**src/inc/rcal_consts.vh**
```
`ifndef RCAL_CONSTS_VH
`define RCAL_CONSTS_VH
// Register offsets
`define RCAL_A_RSVD 4'h0
`define RCAL_A_SEC 4'h1
`define RCAL_A_MIN 4'h2
`define RCAL_A_HOUR 4'h3
`define RCAL_A_WDAY 4'h4
`define RCAL_A_DATE 4'h5
`define RCAL_A_CMON 4'h6
`define RCAL_A_YEAR 4'h7
`define RCAL_A_TRIM 4'h8
`define RCAL_A_WDOG 4'h9
`define RCAL_A_AMON 4'hA
`define RCAL_A_ADATE 4'hB
`define RCAL_A_AHOUR 4'hC
`define RCAL_A_AMIN 4'hD
`define RCAL_A_ASEC 4'hE
`define RCAL_A_FLAGS 4'hF
// Field positions
`define RCAL_B_TOP 7
`define RCAL_B_SUB 6
`define RCAL_B_BATT 5
`define RCAL_B_CAL_SIGN 5
// Repeat codes, order b5 b4 b3 b2 b1 b6
`define RCAL_RPT_WEEK 6'h3F
`define RCAL_RPT_SEC 6'h3E
`define RCAL_RPT_MIN 6'h3C
`define RCAL_RPT_HOUR 6'h38
`define RCAL_RPT_DAY 6'h30
`define RCAL_RPT_MONTH 6'h20
`define RCAL_RPT_YEAR 6'h00
// Reset value of every register byte
`define RCAL_RST_BYTE 8'h00
// Crystal ticks per second
`define RCAL_XTAL_HZ 32768
`endif

```
**src/verilog/rcal_core.v**
```verilog
`timescale 1ns/1ps
`default_nettype none
`include "rcal_consts.vh"
// Function
// Time, date and alarm kept in BCD; sec/min 00-59, hours 00-23, date 01-31.
// Calibration (sign D5) and watchdog fields stored as plain binary.
// Format bit D7 at 08h: 0 is 24-hour, 1 is 12-hour.
// In 12-hour mode during PM, light dot of the last display digit.
// Seconds register D7 is the oscillator stop control.
// Watchdog register: multiplier D6..D2, resolution on D7 and D1..D0.
// Last alarm register: D7 watchdog flag enable, D6..D4 alarm weekday.
// Alarm month, date, hour, minute, second matches sit at 0Ah to 0Eh.
// Six repeat bits live in the top bits of alarm registers.
// Repeat code selects weekly, second, minute, hourly, daily, monthly, yearly matching.
// Unlisted repeat code makes the alarm fire every second.
// After reset the repeat mode is yearly.
// On match set alarm flag; interrupt only when alarm flag enable set.
// Pending alarm interrupt clears only on host read of interrupt registers.
// Alarm keeps firing in standby and acts as a wake source.
// Alarm month D5 enables the alarm while on battery backup.
// Two-bit century counts up when year rolls from 99 to 00.
// Years divisible by 4 leap; year 00 leap only with century 00.
// Date rolls over after 28, 29, 30 or 31 by month and leap year.
// Power-on: oscillator stop, alarm enable, watchdog enable and controls zero.
// Host writes zero to unused bits after cold boot.
// Host never programs an invalid date.
// Display select in hours register picks HM, MS, date-month or month-date.
// Register address increments after each byte written or read.
// Each BCD field carries into the next field when passing its maximum.
module rcal_core #(
  parameter TICKS_PER_SEC = `RCAL_XTAL_HZ
) (
  input wire i_sys_clk,
  input wire i_rst,
  input wire i_xtal_tick,
  input wire i_addr_load,
  input wire [3:0] i_addr,
  input wire i_wr_stb,
  input wire [7:0] i_wr_data,
  input wire i_rd_stb,
  input wire i_irq_read,
  input wire i_standby,
  input wire i_on_battery,
  output reg [7:0] o_rd_data,
  output reg [3:0] o_addr,
  output wire o_alarm_flag,
  output wire o_alarm_irq,
  output wire o_wake,
  output reg [7:0] o_disp_hi,
  output reg [7:0] o_disp_lo,
  output wire o_pm_dot,
  output wire o_osc_halted,
  output wire o_twelve_hour,
  output wire [7:0] o_wd_setting,
  output wire [5:0] o_cal_trim
);

  reg [7:0] regs_q [0:15];
  reg [1:0] tick_sync_q;
  reg tick_prev_q;
  reg [15:0] div_q;
  reg flag_q;
  wire tick_rise;
  wire sec_pulse;
  integer k;

  // Crystal tick crosses into the system clock through two flops first
  always @(posedge i_sys_clk) begin
    if (i_rst) begin
      tick_sync_q <= 2'h0;
      tick_prev_q <= 1'b0;
    end else begin
      tick_sync_q <= {tick_sync_q[0], i_xtal_tick};
      tick_prev_q <= tick_sync_q[1];
    end
  end
  assign tick_rise = tick_sync_q[1] & ~tick_prev_q;

  // Shorthand views of the register bytes
  wire [7:0] sec = regs_q[`RCAL_A_SEC];
  wire [7:0] mnt = regs_q[`RCAL_A_MIN];
  wire [7:0] hr = regs_q[`RCAL_A_HOUR];
  wire [7:0] wd = regs_q[`RCAL_A_WDAY];
  wire [7:0] dt = regs_q[`RCAL_A_DATE];
  wire [7:0] cm = regs_q[`RCAL_A_CMON];
  wire [7:0] yr = regs_q[`RCAL_A_YEAR];
  wire [7:0] amon = regs_q[`RCAL_A_AMON];
  wire [7:0] adate = regs_q[`RCAL_A_ADATE];
  wire [7:0] ahour = regs_q[`RCAL_A_AHOUR];
  wire [7:0] amin = regs_q[`RCAL_A_AMIN];
  wire [7:0] asec = regs_q[`RCAL_A_ASEC];
  wire [7:0] aflg = regs_q[`RCAL_A_FLAGS];

  assign o_osc_halted = sec[`RCAL_B_TOP];
  assign o_twelve_hour = regs_q[`RCAL_A_TRIM][`RCAL_B_TOP];
  assign o_wd_setting = regs_q[`RCAL_A_WDOG];
  assign o_cal_trim = regs_q[`RCAL_A_TRIM][5:0];

  // Seconds divider; a halted oscillator freezes the count
  always @(posedge i_sys_clk) begin
    if (i_rst) begin
      div_q <= 16'h0000;
    end else if (tick_rise && !o_osc_halted) begin
      if (div_q == TICKS_PER_SEC - 1) begin
        div_q <= 16'h0000;
      end else begin
        div_q <= div_q + 16'h0001;
      end
    end
  end
  assign sec_pulse = tick_rise && !o_osc_halted && (div_q == TICKS_PER_SEC - 1);

  // BCD increment; a ones digit of 9 wraps to 0 and carries into tens, field tops are wrapped by the caller
  function [7:0] bcd_inc;
    input [7:0] v;
    begin
      if (v[3:0] == 4'h9) begin
        bcd_inc = {v[7:4] + 4'h1, 4'h0};
      end else begin
        bcd_inc = {v[7:4], v[3:0] + 4'h1};
      end
    end
  endfunction

  // Calendar limits
  wire sec_wrap = sec[6:0] == 7'h59;
  wire min_wrap = mnt[6:0] == 7'h59;
  wire hr_wrap = hr[5:0] == 6'h23;
  wire [4:0] month = cm[4:0];
  wire year_bin_div4 = ((yr[7:4] & 4'h1) == 4'h0) ? (yr[1:0] == 2'h0) : (yr[1:0] == 2'h2);
  // Year 00 is leap only in the first century code
  wire leap = year_bin_div4 && ((yr != 8'h00) || (cm[7:6] == 2'h0));
  reg [7:0] last_day;
  always @* begin
    case (month)
      5'h02: last_day = leap ? 8'h29 : 8'h28;
      5'h04, 5'h06, 5'h09, 5'h11: last_day = 8'h30;
      default: last_day = 8'h31;
    endcase
  end
  wire day_wrap = dt[5:0] == last_day[5:0];
  wire mon_wrap = month == 5'h12;
  wire yr_wrap = yr == 8'h99;

  // Incremented fields; only the field's own bits are used so control bits above survive
  wire [7:0] sec_inc = bcd_inc({1'b0, sec[6:0]});
  wire [7:0] min_inc = bcd_inc({1'b0, mnt[6:0]});
  wire [7:0] hr_inc = bcd_inc({2'h0, hr[5:0]});
  wire [7:0] dt_inc = bcd_inc({2'h0, dt[5:0]});
  wire [7:0] mon_inc = bcd_inc({3'h0, month});

  // Alarm matching; repeat code ordered b5 b4 b3 b2 b1 b6
  wire [5:0] rpt = {adate[`RCAL_B_SUB], adate[`RCAL_B_TOP], ahour[`RCAL_B_TOP],
    amin[`RCAL_B_TOP], asec[`RCAL_B_TOP], ahour[`RCAL_B_SUB]};
  wire m_sec = sec[6:0] == asec[6:0];
  wire m_min = mnt[6:0] == amin[6:0];
  wire m_hr = hr[5:0] == ahour[5:0];
  wire m_dt = dt[5:0] == adate[5:0];
  wire m_mon = month == amon[4:0];
  wire m_wd = wd[2:0] == aflg[6:4];
  reg match;
  always @* begin
    case (rpt)
      `RCAL_RPT_WEEK: match = m_wd & m_hr & m_min & m_sec;
      `RCAL_RPT_SEC: match = 1'b1;
      `RCAL_RPT_MIN: match = m_sec;
      `RCAL_RPT_HOUR: match = m_min & m_sec;
      `RCAL_RPT_DAY: match = m_hr & m_min & m_sec;
      `RCAL_RPT_MONTH: match = m_dt & m_hr & m_min & m_sec;
      `RCAL_RPT_YEAR: match = m_mon & m_dt & m_hr & m_min & m_sec;
      default: match = 1'b1;
    endcase
  end
  // Battery operation needs its own enable; standby alone does not block it
  wire alarm_allowed = !i_on_battery || amon[`RCAL_B_BATT];
  wire alarm_event = sec_pulse && match && alarm_allowed;

  // Flag: set wins over a simultaneous interrupt-register read
  always @(posedge i_sys_clk) begin
    if (i_rst) begin
      flag_q <= 1'b0;
    end else if (alarm_event) begin
      flag_q <= 1'b1;
    end else if (i_irq_read) begin
      flag_q <= 1'b0;
    end
  end
  assign o_alarm_flag = flag_q;
  assign o_alarm_irq = flag_q && amon[`RCAL_B_TOP];
  assign o_wake = o_alarm_irq && i_standby;

  // Address pointer steps after every data byte
  always @(posedge i_sys_clk) begin
    if (i_rst) begin
      o_addr <= 4'h0;
    end else if (i_addr_load) begin
      o_addr <= i_addr;
    end else if (i_wr_stb || i_rd_stb) begin
      o_addr <= o_addr + 4'h1;
    end
  end

  // Read data is registered on the read strobe
  always @(posedge i_sys_clk) begin
    if (i_rst) begin
      o_rd_data <= `RCAL_RST_BYTE;
    end else if (i_rd_stb) begin
      o_rd_data <= (o_addr == `RCAL_A_RSVD) ? 8'h00 : regs_q[o_addr];
    end
  end

  // Register file and time keeping; a host write takes priority over a tick
  always @(posedge i_sys_clk) begin
    if (i_rst) begin
      for (k = 0; k < 16; k = k + 1) begin
        regs_q[k] <= `RCAL_RST_BYTE;
      end
    end else begin
      if (sec_pulse) begin
        regs_q[`RCAL_A_SEC] <= {sec[7], sec_wrap ? 7'h00 : sec_inc[6:0]};
        if (sec_wrap) begin
          regs_q[`RCAL_A_MIN] <= {mnt[7], min_wrap ? 7'h00 : min_inc[6:0]};
          if (min_wrap) begin
            regs_q[`RCAL_A_HOUR] <= {hr[7:6], hr_wrap ? 6'h00 : hr_inc[5:0]};
            if (hr_wrap) begin
              regs_q[`RCAL_A_WDAY] <= {wd[7:3], wd[2:0] == 3'h7 ? 3'h1 : wd[2:0] + 3'h1};
              regs_q[`RCAL_A_DATE] <= {dt[7:6], day_wrap ? 6'h01 : dt_inc[5:0]};
              if (day_wrap) begin
                if (mon_wrap) begin
                  regs_q[`RCAL_A_YEAR] <= yr_wrap ? 8'h00 : bcd_inc(yr);
                  regs_q[`RCAL_A_CMON] <= {yr_wrap ? cm[7:6] + 2'h1 : cm[7:6], cm[5], 5'h01};
                end else begin
                  regs_q[`RCAL_A_CMON] <= {cm[7:5], mon_inc[4:0]};
                end
              end
            end
          end
        end
      end
      if (i_wr_stb && o_addr != `RCAL_A_RSVD) begin
        regs_q[o_addr] <= i_wr_data;
      end
    end
  end

  // Display mapping; 12-hour view converts the 24-hour count
  wire pm = hr[5:0] >= 6'h12;
  reg [7:0] h12;
  always @* begin
    if (hr[5:0] == 6'h00 || hr[5:0] == 6'h12) begin
      h12 = 8'h12;
    end else if (pm) begin
      h12 = (hr[3:0] >= 4'h2) ? {2'h0, hr[5:4] - 2'h1, hr[3:0] - 4'h2}
        : {2'h0, hr[5:4] - 2'h2, hr[3:0] + 4'h8};
    end else begin
      h12 = {2'h0, hr[5:0]};
    end
  end
  // Display pairs are registered; they trail a register change by one cycle
  always @(posedge i_sys_clk) begin
    if (i_rst) begin
      o_disp_hi <= 8'h00;
      o_disp_lo <= 8'h00;
    end else begin
      case (hr[7:6])
        2'h1: begin
          o_disp_hi <= {1'b0, mnt[6:0]};
          o_disp_lo <= {1'b0, sec[6:0]};
        end
        2'h2: begin
          o_disp_hi <= {2'h0, dt[5:0]};
          o_disp_lo <= {3'h0, month};
        end
        2'h3: begin
          o_disp_hi <= {3'h0, month};
          o_disp_lo <= {2'h0, dt[5:0]};
        end
        default: begin
          o_disp_hi <= o_twelve_hour ? h12 : {2'h0, hr[5:0]};
          o_disp_lo <= {1'b0, mnt[6:0]};
        end
      endcase
    end
  end
  assign o_pm_dot = o_twelve_hour && pm;

endmodule // rcal_core
`default_nettype wire

```
**config.mk**
```make
export PLATFORM = sky130hd
export DESIGN_NAME = rcal_core
export DESIGN_NICKNAME = d
export VERILOG_FILES = /design/src/verilog/rcal_core.v
export VERILOG_INCLUDE_DIRS = /design/src /design/src/inc
export SDC_FILE = /design/constraint.sdc
export NUM_CORES = 1
export LEC_CHECK = 0
export BUFFER_PORTS_ARGS = -buffer_cell sky130_fd_sc_hd__buf_4
export CORE_ASPECT_RATIO = 1.2
export CORE_MARGIN = 10
export CORE_UTILIZATION = 35
export CTS_CLUSTER_SIZE = 12
export DETAILED_ROUTE_END_ITERATION = 12
export GPL_ROUTABILITY_DRIVEN = 0
export PLACE_DENSITY = 0.52
export SLEW_MARGIN = 20
export SYNTH_ARGS = -nofsm -noshare
export SYNTH_HDL_FRONTEND = slang
export SYNTH_SLANG_ARGS = --single-unit
export TNS_END_PERCENT = 5
```
**constraint.sdc**
```tcl
create_clock -name i_sys_clk -period 3.6 [get_ports i_sys_clk]
set_input_delay 0.72 -clock i_sys_clk [delete_from_list [all_inputs] [get_ports i_sys_clk]]
set_output_delay 0.72 -clock i_sys_clk [all_outputs]
set_load 0.02 [all_outputs]
```
; After elaboration in Yosys (flattened, before gate mapping)
; Memories as Yosys holds them, arrays and structs flattened. A register that Yosys moved wholly into a read port is not among the register bits.
; Cells that the tools add are included.
[totals]
n_memories = 1
input_bits = 21
word_cells = 232
ff_bits = 48
ram_bits = 128
output_inout_bits = 48
[classes]
addsub = 20
bitwise = 44
n_eq_ne = 42
reduce_logical = 27
order_cmp = 2
mux = 88
[mem_list]
columns = name, words, word_bits, rd, rd_clocked_by_memory_dff, write_ports, line_no
row1 = regs_q, 16, 8, 16, 1, 16, rcal_core.v:58  ; reg [7:0] regs_q [0:15];
[op_table]
columns = operator, n
row1 = $mux 8, 20
row2 = $mux 1, 44
row3 = $mux 6, 7
row4 = $eq 6x6->1 const B, 6
row5 = $add 4x1->4 const B, 8
row6 = $and 1x1->1, 28
row7 = $eq 4x4->1 const A, 7
row8 = $mux 7, 4
row9 = $eq 4x4->1 const B, 6
row10 = $pmux 8 s3, 1
row11 = $pmux 7 s3, 1
row12 = $mux 4, 5
row13 = $eq 6x6->1, 3
row14 = $add 16x1->16 const B, 1
row15 = $eq 16x15->1 const B, 1
row16 = $mux 16, 1
row17 = $eq 7x7->1, 2
row18 = $eq 7x7->1 const B, 2
row19 = $logic_not 6->1, 2
row20 = $eq 5x3->1 const B, 2
row21 = $eq 5x5->1 const B, 2
row22 = $pmux 5 s2, 1
row23 = $add 3x1->3 const B, 3
row24 = $logic_and 1x1->1, 9
row25 = 32 further kinds, 57

; Longest topological paths before layout
; Gate-level depths: netlist of the first run.
; An unclocked memory read counts as a cell.
[logic_depth]
ltp_word = 17
depth_mapped = 10
ltp_nobuf = 8

; Least setup slack after synthesis of the first run
; OpenSTA, ideal clock, no wires.
[synth_path]
path_kind = register -> register
from = memory regs_q[7][4]
to = memory regs_q[7][0] (enable)
path_buffers = 1
t_required_ps = 3227
setup_slack_ps = 1007
t_arrival_ps = 2220
stages_incl_launch_ff = 10
path_cell_list = edfxtp_1 > inv_1 > ha_1 > nor3b_1 > a211oi_1 > and3_1 > or3_1 > a21o_1 > buf_2 > o31ai_1
[synth_lines]
columns = element, line_no
row1 = "start, declared", rcal_core.v:58

==> impl_results.md, run 1 <==
* Place WS at 0.5322 ns
* Post-DRT Antenna Nets at 0
* Internal power at 0.003487 W
* Worst min path class: flip-flop to flip-flop
* Clock network latency to the later pin of the worst-skew pair at 0.43 ns
* Worst-path cell chain: or3_1 > a21oi_1 > nand2b_1 > inv_1 > buf_4
* Final hold violations at 0
* Buffers on Ports at 66
* Gr usage total at 18.21%
* Sequential power share at 50.5%
* Pre-antenna DRT Iters at 5
* Post-route minimum period at 2.972 ns
* Clock Skews at 0.01086 ns
* Placed Instances at 1360
* CTS buffer count at 17
* Endpoints failing setup at 0
* Sw Ratio at 26.68%
* Routed met2 length at 16780 um
* Power Dens Cells at 409.7 mW/mm^2
* RSZ-0062 raised after global routing: no
* GRT overflow at 0
* Number of post-CTS setup repair buffers at 0
* Rel. slew slack at 40.14%
* H-tree levels at 4
* Share of layout cells above drive strength 1 at 18.17%
* Critical path launch point: regs_q[3][3]$_DFFE_PP_
* Leak at 4.281 nW
* Warnings, synthesis at 0
* Setup CP Type: flip-flop to primary output
* CP Max Fanout at 11
* Most common cell after layout, fill and taps aside: edfxtp_1
* PostCTS Resize Cnt at 0
* Kind of cell adding the most delay to the critical path: simple AND/OR/NAND/NOR gates
* Synth-to-Final Area Change at 14.71%
* Starting Density at 35.29%
* Vias in the first global route at 7508
* Die width at 175.2 um
* DRT iter0 DRCs at 708
* CP endpoint kind: primary output
* CTS clock-pin slew for the worst setup and hold paths at 0.07 ns
* Most frequent cells in the layout: 128 x edfxtp_1, 92 x nand2_1, 92 x buf_4
* Row cnt at 68
* Peak Freq at 336.5 MHz
* DRT Wirelength at 32810 um
* Switching pwr at 0.001269 W
* Sequential area share after synthesis at 47.87%
* Outcome: finished clean
* Clock network fraction of total power at 38.3%
* ANT cells at 0
* Nets at 1042
* Io pins at 69
* TNS Setup at 0 ns
* Synth Cell Area at 0.01012 mm^2
* Clk root buf: clkbuf_16
* R2r startpoint: regs_q[7][4]$_DFFE_PP_
* CTS hold repair buffers at 0
* Setup ws final at 0.6281 ns
* Max-slew violations at 0
* EDFF count, synth at 128
* Worst hold start: o_rd_data[3]$_SDFFE_PP0P_
* Vias per inst at 5.423
* Measured slew at the worst slew-check pin at 0.8897 ns
* Slowest cell on crit path: edfxtp_1
* Fin crit share at 82.55%
* Max layer used: met4
* DIE AREA at 0.03614 mm^2
* Syn Inst Count at 938
* Worst vdd ir at 316.4 uV
* Main synth FF type: edfxtp_1
* Slowest stage delay, CP at 0.61 ns
* Die height at 206.3 um
* Syn avg cell area at 10.79 um^2
* Worst Setup Start Kind: flip-flop
* Yosys cell types at 60
* Wire per inst at 23.57 um
* Vias at 7549
* Cell Count, Final, Fillers Out at 1392
* Ys async rst share at 0%
* CTS tree: built
* Core Area at 0.02867 mm^2
* Max Cap Violations at 0
* Post-Route M1 WL at 12880 um
* CTS sink cnt at 178
* FF+latch count, synth at 178
* Metal3 WL at 1582 um
* First-pass GRT wire length at 48870 um
* Comb power frac at 11.2%
* Clk buf depth at 2
* Largest net degree at the start of global routing at 30
* Worst Path Required at 2.88 ns
* Detailed placement HPWL at 24620 um
* Drt drc at 0
* Crit path DAT at 2.25 ns
* Initial antenna violation count at 0
* WP buf/inv at 2
## state kept, by name (all words and copies together), names as in the netlist, named ones only
| name | count |
|---|---|
| o_disp_hi | 7 |
| o_disp_lo | 7 |
| o_addr | 4 |
| o_alarm_flag | 1 |
| o_rd_data | 8 |
| tick_prev_q | 1 |
| tick_sync_q | 2 |
| div_q | 16 |
| regs_q | 128 |
## cell families (layout without fill, tap and decap cells)
group,count (synthesis),count (layout),share of synthesized area [%]
muxes,53,53,10.94
buffers and inverters,110,170,4.748
DFF,178,178,47.87
AOI/OAI and AO/OA,132,132,7.777
and+or+nand+nor,370,370,19.49
adders and majority gates,27,27,3.338
xor gates and xnor gates,67,67,5.799
other,1,10,0.03706
## cell usage after synthesis (all sizes together), types with 9 or more instances
| cell type | count | share of area (%) |
|---|---|---|
| a21oi | 19 | 0.94 |
| and2 | 86 | 5.3 |
| and3 | 11 | 0.68 |
| buf | 31 | 1.8 |
| clkbuf | 34 | 1.3 |
| dfxtp | 50 | 9.9 |
| edfxtp | 128 | 38 |
| ha | 27 | 3.3 |
| inv | 44 | 1.6 |
| mux4 | 46 | 10 |
| nand2 | 92 | 3.4 |
| nand3 | 29 | 1.4 |
| nand4 | 21 | 1.4 |
| nor2 | 62 | 2.3 |
| nor2b | 9 | 0.56 |
| nor3 | 12 | 0.59 |
| o21ai | 70 | 3.5 |
| o31ai | 10 | 0.74 |
| xnor2 | 38 | 3.3 |
| xor2 | 29 | 2.5 |
## cell type report
class,instances,area [um^2]
sequential,178,4847
multi-input combinational,659,4828
inverter,45,168.9
clock inverter,13,96.34
tap,385,481.7
timing repair buffer,93,710.7
fill,2763,17060
clock buffer,19,475.5
## power groups by stage
stage	clock (W)	combinational, W	sequential, W
floorplan	0	0.000334	0.00239
global placement	0	0.000533	0.00245
detailed placement	0	0.000532	0.00245
CTS	0.00184	0.000533	0.00240
global route	0.00192	0.000570	0.00241
finish	0.00182	0.000533	0.00240
## tightest hold or removal path: stages, from the launching register on
cell	delay, ns
dfxtp_1	0.33
nand2_1	0.04
o21ai_0	0.05
## metrics by stage
stage	util [%]	total power, W	instance area (um^2)	hold slack [ns]
after floorplan	-	0.002725	10150	0.4138
after global placement	38.49	0.002979	11040	0.4408
after detailed placement	38.49	0.002978	11040	0.4364
after CTS	40.49	0.004776	11610	0.4593
after global routing	40.49	0.004902	11610	0.4779
final	40.49	0.004756	11610	0.4556
## path summary, 6_finish.rpt
path,endpoint,slack (ns),cells after the start
min,o_rd_data[3]$_SDFFE_PP0P_,0.46,2
max,o_pm_dot,0.63,5
min reg2reg,o_rd_data[3]$_SDFFE_PP0P_,0.46,2
max reg2reg,regs_q[7][1]$_DFFE_PP_,0.71,8
## routing by layer
metal / up-vias / GRT usage [%]
li1: 3463 / -
met1: 3750 / 21.33
met2: 261 / 32.07
met3: 75 / 2.284
met4: 0 / 9.639
met5: - / 0
Note: power is estimated with default switching activity, not from simulation.
==> run 2, diff against run 1 <==
--- a/config.mk
+++ b/config.mk
@@ -13,7 +13,7 @@
 export CTS_CLUSTER_SIZE = 12
 export DETAILED_ROUTE_END_ITERATION = 12
 export GPL_ROUTABILITY_DRIVEN = 0
-export PLACE_DENSITY = 0.52
+export PLACE_DENSITY = 0.54
 export SLEW_MARGIN = 20
 export SYNTH_ARGS = -nofsm -noshare
 export SYNTH_HDL_FRONTEND = slang
==> constraint.sdc (replaced) <==
create_clock -name i_sys_clk -period 2.63 [get_ports i_sys_clk]
set_input_delay 0.526 -clock i_sys_clk [delete_from_list [all_inputs] [get_ports i_sys_clk]]
set_output_delay 0.526 -clock i_sys_clk [all_outputs]
set_load 0.02 [all_outputs]
==> run 2 against run 1 <==
  * Die area did not move
  * Non-clock buffer count rose by 39
  * First-iteration DRC count down 5.4%
  * Utilization up 1.1 points
  * Clock skew decreased by 0.0021 ns
  * Clock power rose by 41%
  * Hold slack lost 0.14 ns
  * Design area increased by 2.8%
  * Combinational power grew 51%
==> impl_results.md, run 2 (synthesis results as in run 1) <==
* Worst vdd ir at 481.3 uV (+52%)
* Peak Freq at 399.3 MHz
* Max reg flops at 128 (unchanged)
* Synth-to-Final Area Change at 17.96%
* CP Max Fanout at 6 (-5)
* Worst Path Required at 2.10 ns (-0.78 ns)
* R2R depth at 7 (-1)
* PostCTS Resize Cnt at 0 (unchanged)
* Initial antenna violation count at 0 (unchanged)
* Power Dens Cells at 552.1 mW/mm^2 (+35%)
* Detailed placement HPWL at 24130 um (-2.0%)
* Critical path launch point: regs_q[3][2]$_DFFE_PP_
* CTS hold repair buffers at 0 (unchanged)
* Starting Density at 35.29% (unchanged)
* Biggest regs: regs_q: 128 flops, div_q: 16 flops, o_rd_data: 8 flops
* CTS tree: built
* Drt drc at 0 (unchanged)
* DIE AREA at 0.03614 mm^2 (unchanged)
* CTS clock-pin slew for the worst setup and hold paths at 0.07 ns (about the same)
* First-pass GRT wire length at 48710 um (-0.31%)
* Clk buf depth at 2 (unchanged)
* RSZ-0062 raised after global routing: no
* ANT cells at 0 (unchanged)
* Gr usage total at 17.92% (-0.29 points)
* Clock network latency to the later pin of the worst-skew pair at 0.43 ns (about the same)
* Max-slew violations at 0 (unchanged)
* Largest net degree at the start of global routing at 33 (+10%)
* Fin crit share at 95.21%
* Outcome: finished clean
* Endpoints failing setup at 0 (unchanged)
* Internal power at 0.004803 W (+38%)
* Nets at 1081 (+3.7%)
* Crit path DAT at 1.98 ns (-0.27 ns)
* Place WS at 0.1452 ns (-0.3870 ns)
* GRT overflow at 0 (unchanged)
* Pre-antenna DRT Iters at 6 (+1)
* Leak at 4.469 nW (+4.4%)
* Most common cell after layout, fill and taps aside: buf_4
* Setup ws final at 0.1259 ns (-0.5022 ns)
* Buffers on Ports at 66 (unchanged)
* Cell Count, Final, Fillers Out at 1431 (+2.8%)
* Clock Skews at 0.008728 ns (-0.002131 ns)
* Vias in the first global route at 7692 (+2.5%)
* Switching pwr at 0.001787 W (+41%)
* Final hold violations at 0 (unchanged)
* R2R Path End: regs_q[5][5]$_DFFE_PP_
* Number of post-CTS setup repair buffers at 0 (unchanged)
* Post-route minimum period at 2.504 ns
* Flop-to-flop setup slack at 0.20 ns (-0.51 ns)
* Vias at 7717 (+2.2%)
* Placed Instances at 1399 (+2.9%)
* Clk root buf: clkbuf_16
* Vias per inst at 5.393 (-0.56%)
* Setup CP Type: flip-flop to primary output
* DRT Wirelength at 32500 um (-0.93%)
* DRT iter0 DRCs at 670 (-5.4%)
* # fillers at 2750 (-0.47%)
* Max Cap Violations at 0 (unchanged)
* R2r startpoint: regs_q[6][2]$_DFFE_PP_
* CP endpoint kind: primary output
* CTS sink cnt at 178 (unchanged)
* Worst setup path end: o_pm_dot
* Sw Ratio at 27.12% (+0.44 points)
* CTS buffer count at 17 (unchanged)
* Most frequent cells in the layout: 130 x buf_4, 128 x edfxtp_1, 92 x nand2_1
* TNS Setup at 0 ns (unchanged)
* Share of layout cells above drive strength 1 at 21.32% (+3.1 points)
* Worst Setup Start Kind: flip-flop
* Die width at 175.2 um (unchanged)
* Worst min path class: input port to flip-flop
* Row cnt at 68 (unchanged)
* Core Area at 0.02867 mm^2 (unchanged)
* Comb power frac at 12.2% (+1.0 points)
* H-tree levels at 4 (unchanged)
* Sequential power share at 49.0% (-1.5 points)
* Top reg by flops: regs_q
* Clock network fraction of total power at 38.8% (+0.5 points)
* Wire per inst at 22.71 um (-3.6%)
* Measured slew at the worst slew-check pin at 0.6784 ns (-0.2113 ns)
* Rel. slew slack at 54.71% (+15 points)
* Die height at 206.3 um (unchanged)
* Post-DRT Antenna Nets at 0 (unchanged)
* Io pins at 69 (unchanged)
==> run 2: changes by cell type in the layout (fill, tap and decap cells not counted), moves of 2 or more <==
| cell | before | now |
|---|---|---|
| buf_4 | 92 | 130 |
| clkbuf_16 | 19 | 17 |
| clkinv_2 | 5 | 1 |
| clkinvlp_4 | 1 | 4 |
| inv_8 | 2 | 5 |
==> run 2: layer usage <==
layer  global-route usage (%)  part of all wire (%)  up-vias
met1                    21.18                    39     3837
li1                         -                     -     3526
met2                    32.14                    52      286
met3                    2.869                   6.1       68
met4                    6.638                   3.4        0
met5                        0                     0        -
==> run 2: worst max-delay path, stage by stage (launching register included) <==
cell	delay [ns]
edfxtp_1	0.41
or3_1	0.43
a21oi_2	0.23
nand2b_1	0.26
inv_1	0.06
buf_4	0.16
==> run 2: worst min path at each step <==
stage	from	end	depth (start not counted)
3_3_place_gp	o_rd_data[3]$_SDFFE_PP0P_	o_rd_data[3]$_SDFFE_PP0P_	2
5_1_grt	i_xtal_tick	tick_sync_q[0]$_SDFF_PP0_	2
4_1_cts	i_xtal_tick	tick_sync_q[0]$_SDFF_PP0_	2
3_5_place_dp	tick_sync_q[0]$_SDFF_PP0_	tick_sync_q[1]$_SDFF_PP0_	1
2_1_floorplan	tick_sync_q[0]$_SDFF_PP0_	tick_sync_q[1]$_SDFF_PP0_	1
6_report	i_xtal_tick	tick_sync_q[0]$_SDFF_PP0_	2
==> run 2: power groups by stage <==
stage               logic (W)  clock network (W)  registers, W
floorplan            0.000457                  0       0.00327
global placement     0.000806                  0       0.00329
detailed placement   0.000805                  0       0.00329
CTS                  0.000808            0.00259       0.00323
global route         0.000865            0.00270       0.00324
finish               0.000807            0.00256       0.00323
==> run 2: final cells by class <==
type / instances / area, um^2 / area share (%)
timing repair buffer: 132 / 1016 / 8.511
sequential: 178 / 4847 / 40.60
tap: 385 / 481.7 / 4.035
multi-input combinational: 659 / 4847 / 40.60
inverter: 45 / 168.9 / 1.415
clock inverter: 14 / 147.6 / 1.237
clock buffer: 18 / 429.2 / 3.595
==> run 2: stage by stage <==
step	hold slack, ns	utilization, %	cell area [um^2]	power, W
3_5_place_dp	0.4455	39.56	11340	0.004095
6_report	0.3144	41.63	11940	0.006591
2_1_floorplan	0.4138	-	10150	0.003730
4_1_cts	0.3041	41.57	11920	0.006621
3_3_place_gp	0.4371	39.56	11340	0.004094
5_1_grt	0.3215	41.63	11940	0.006801
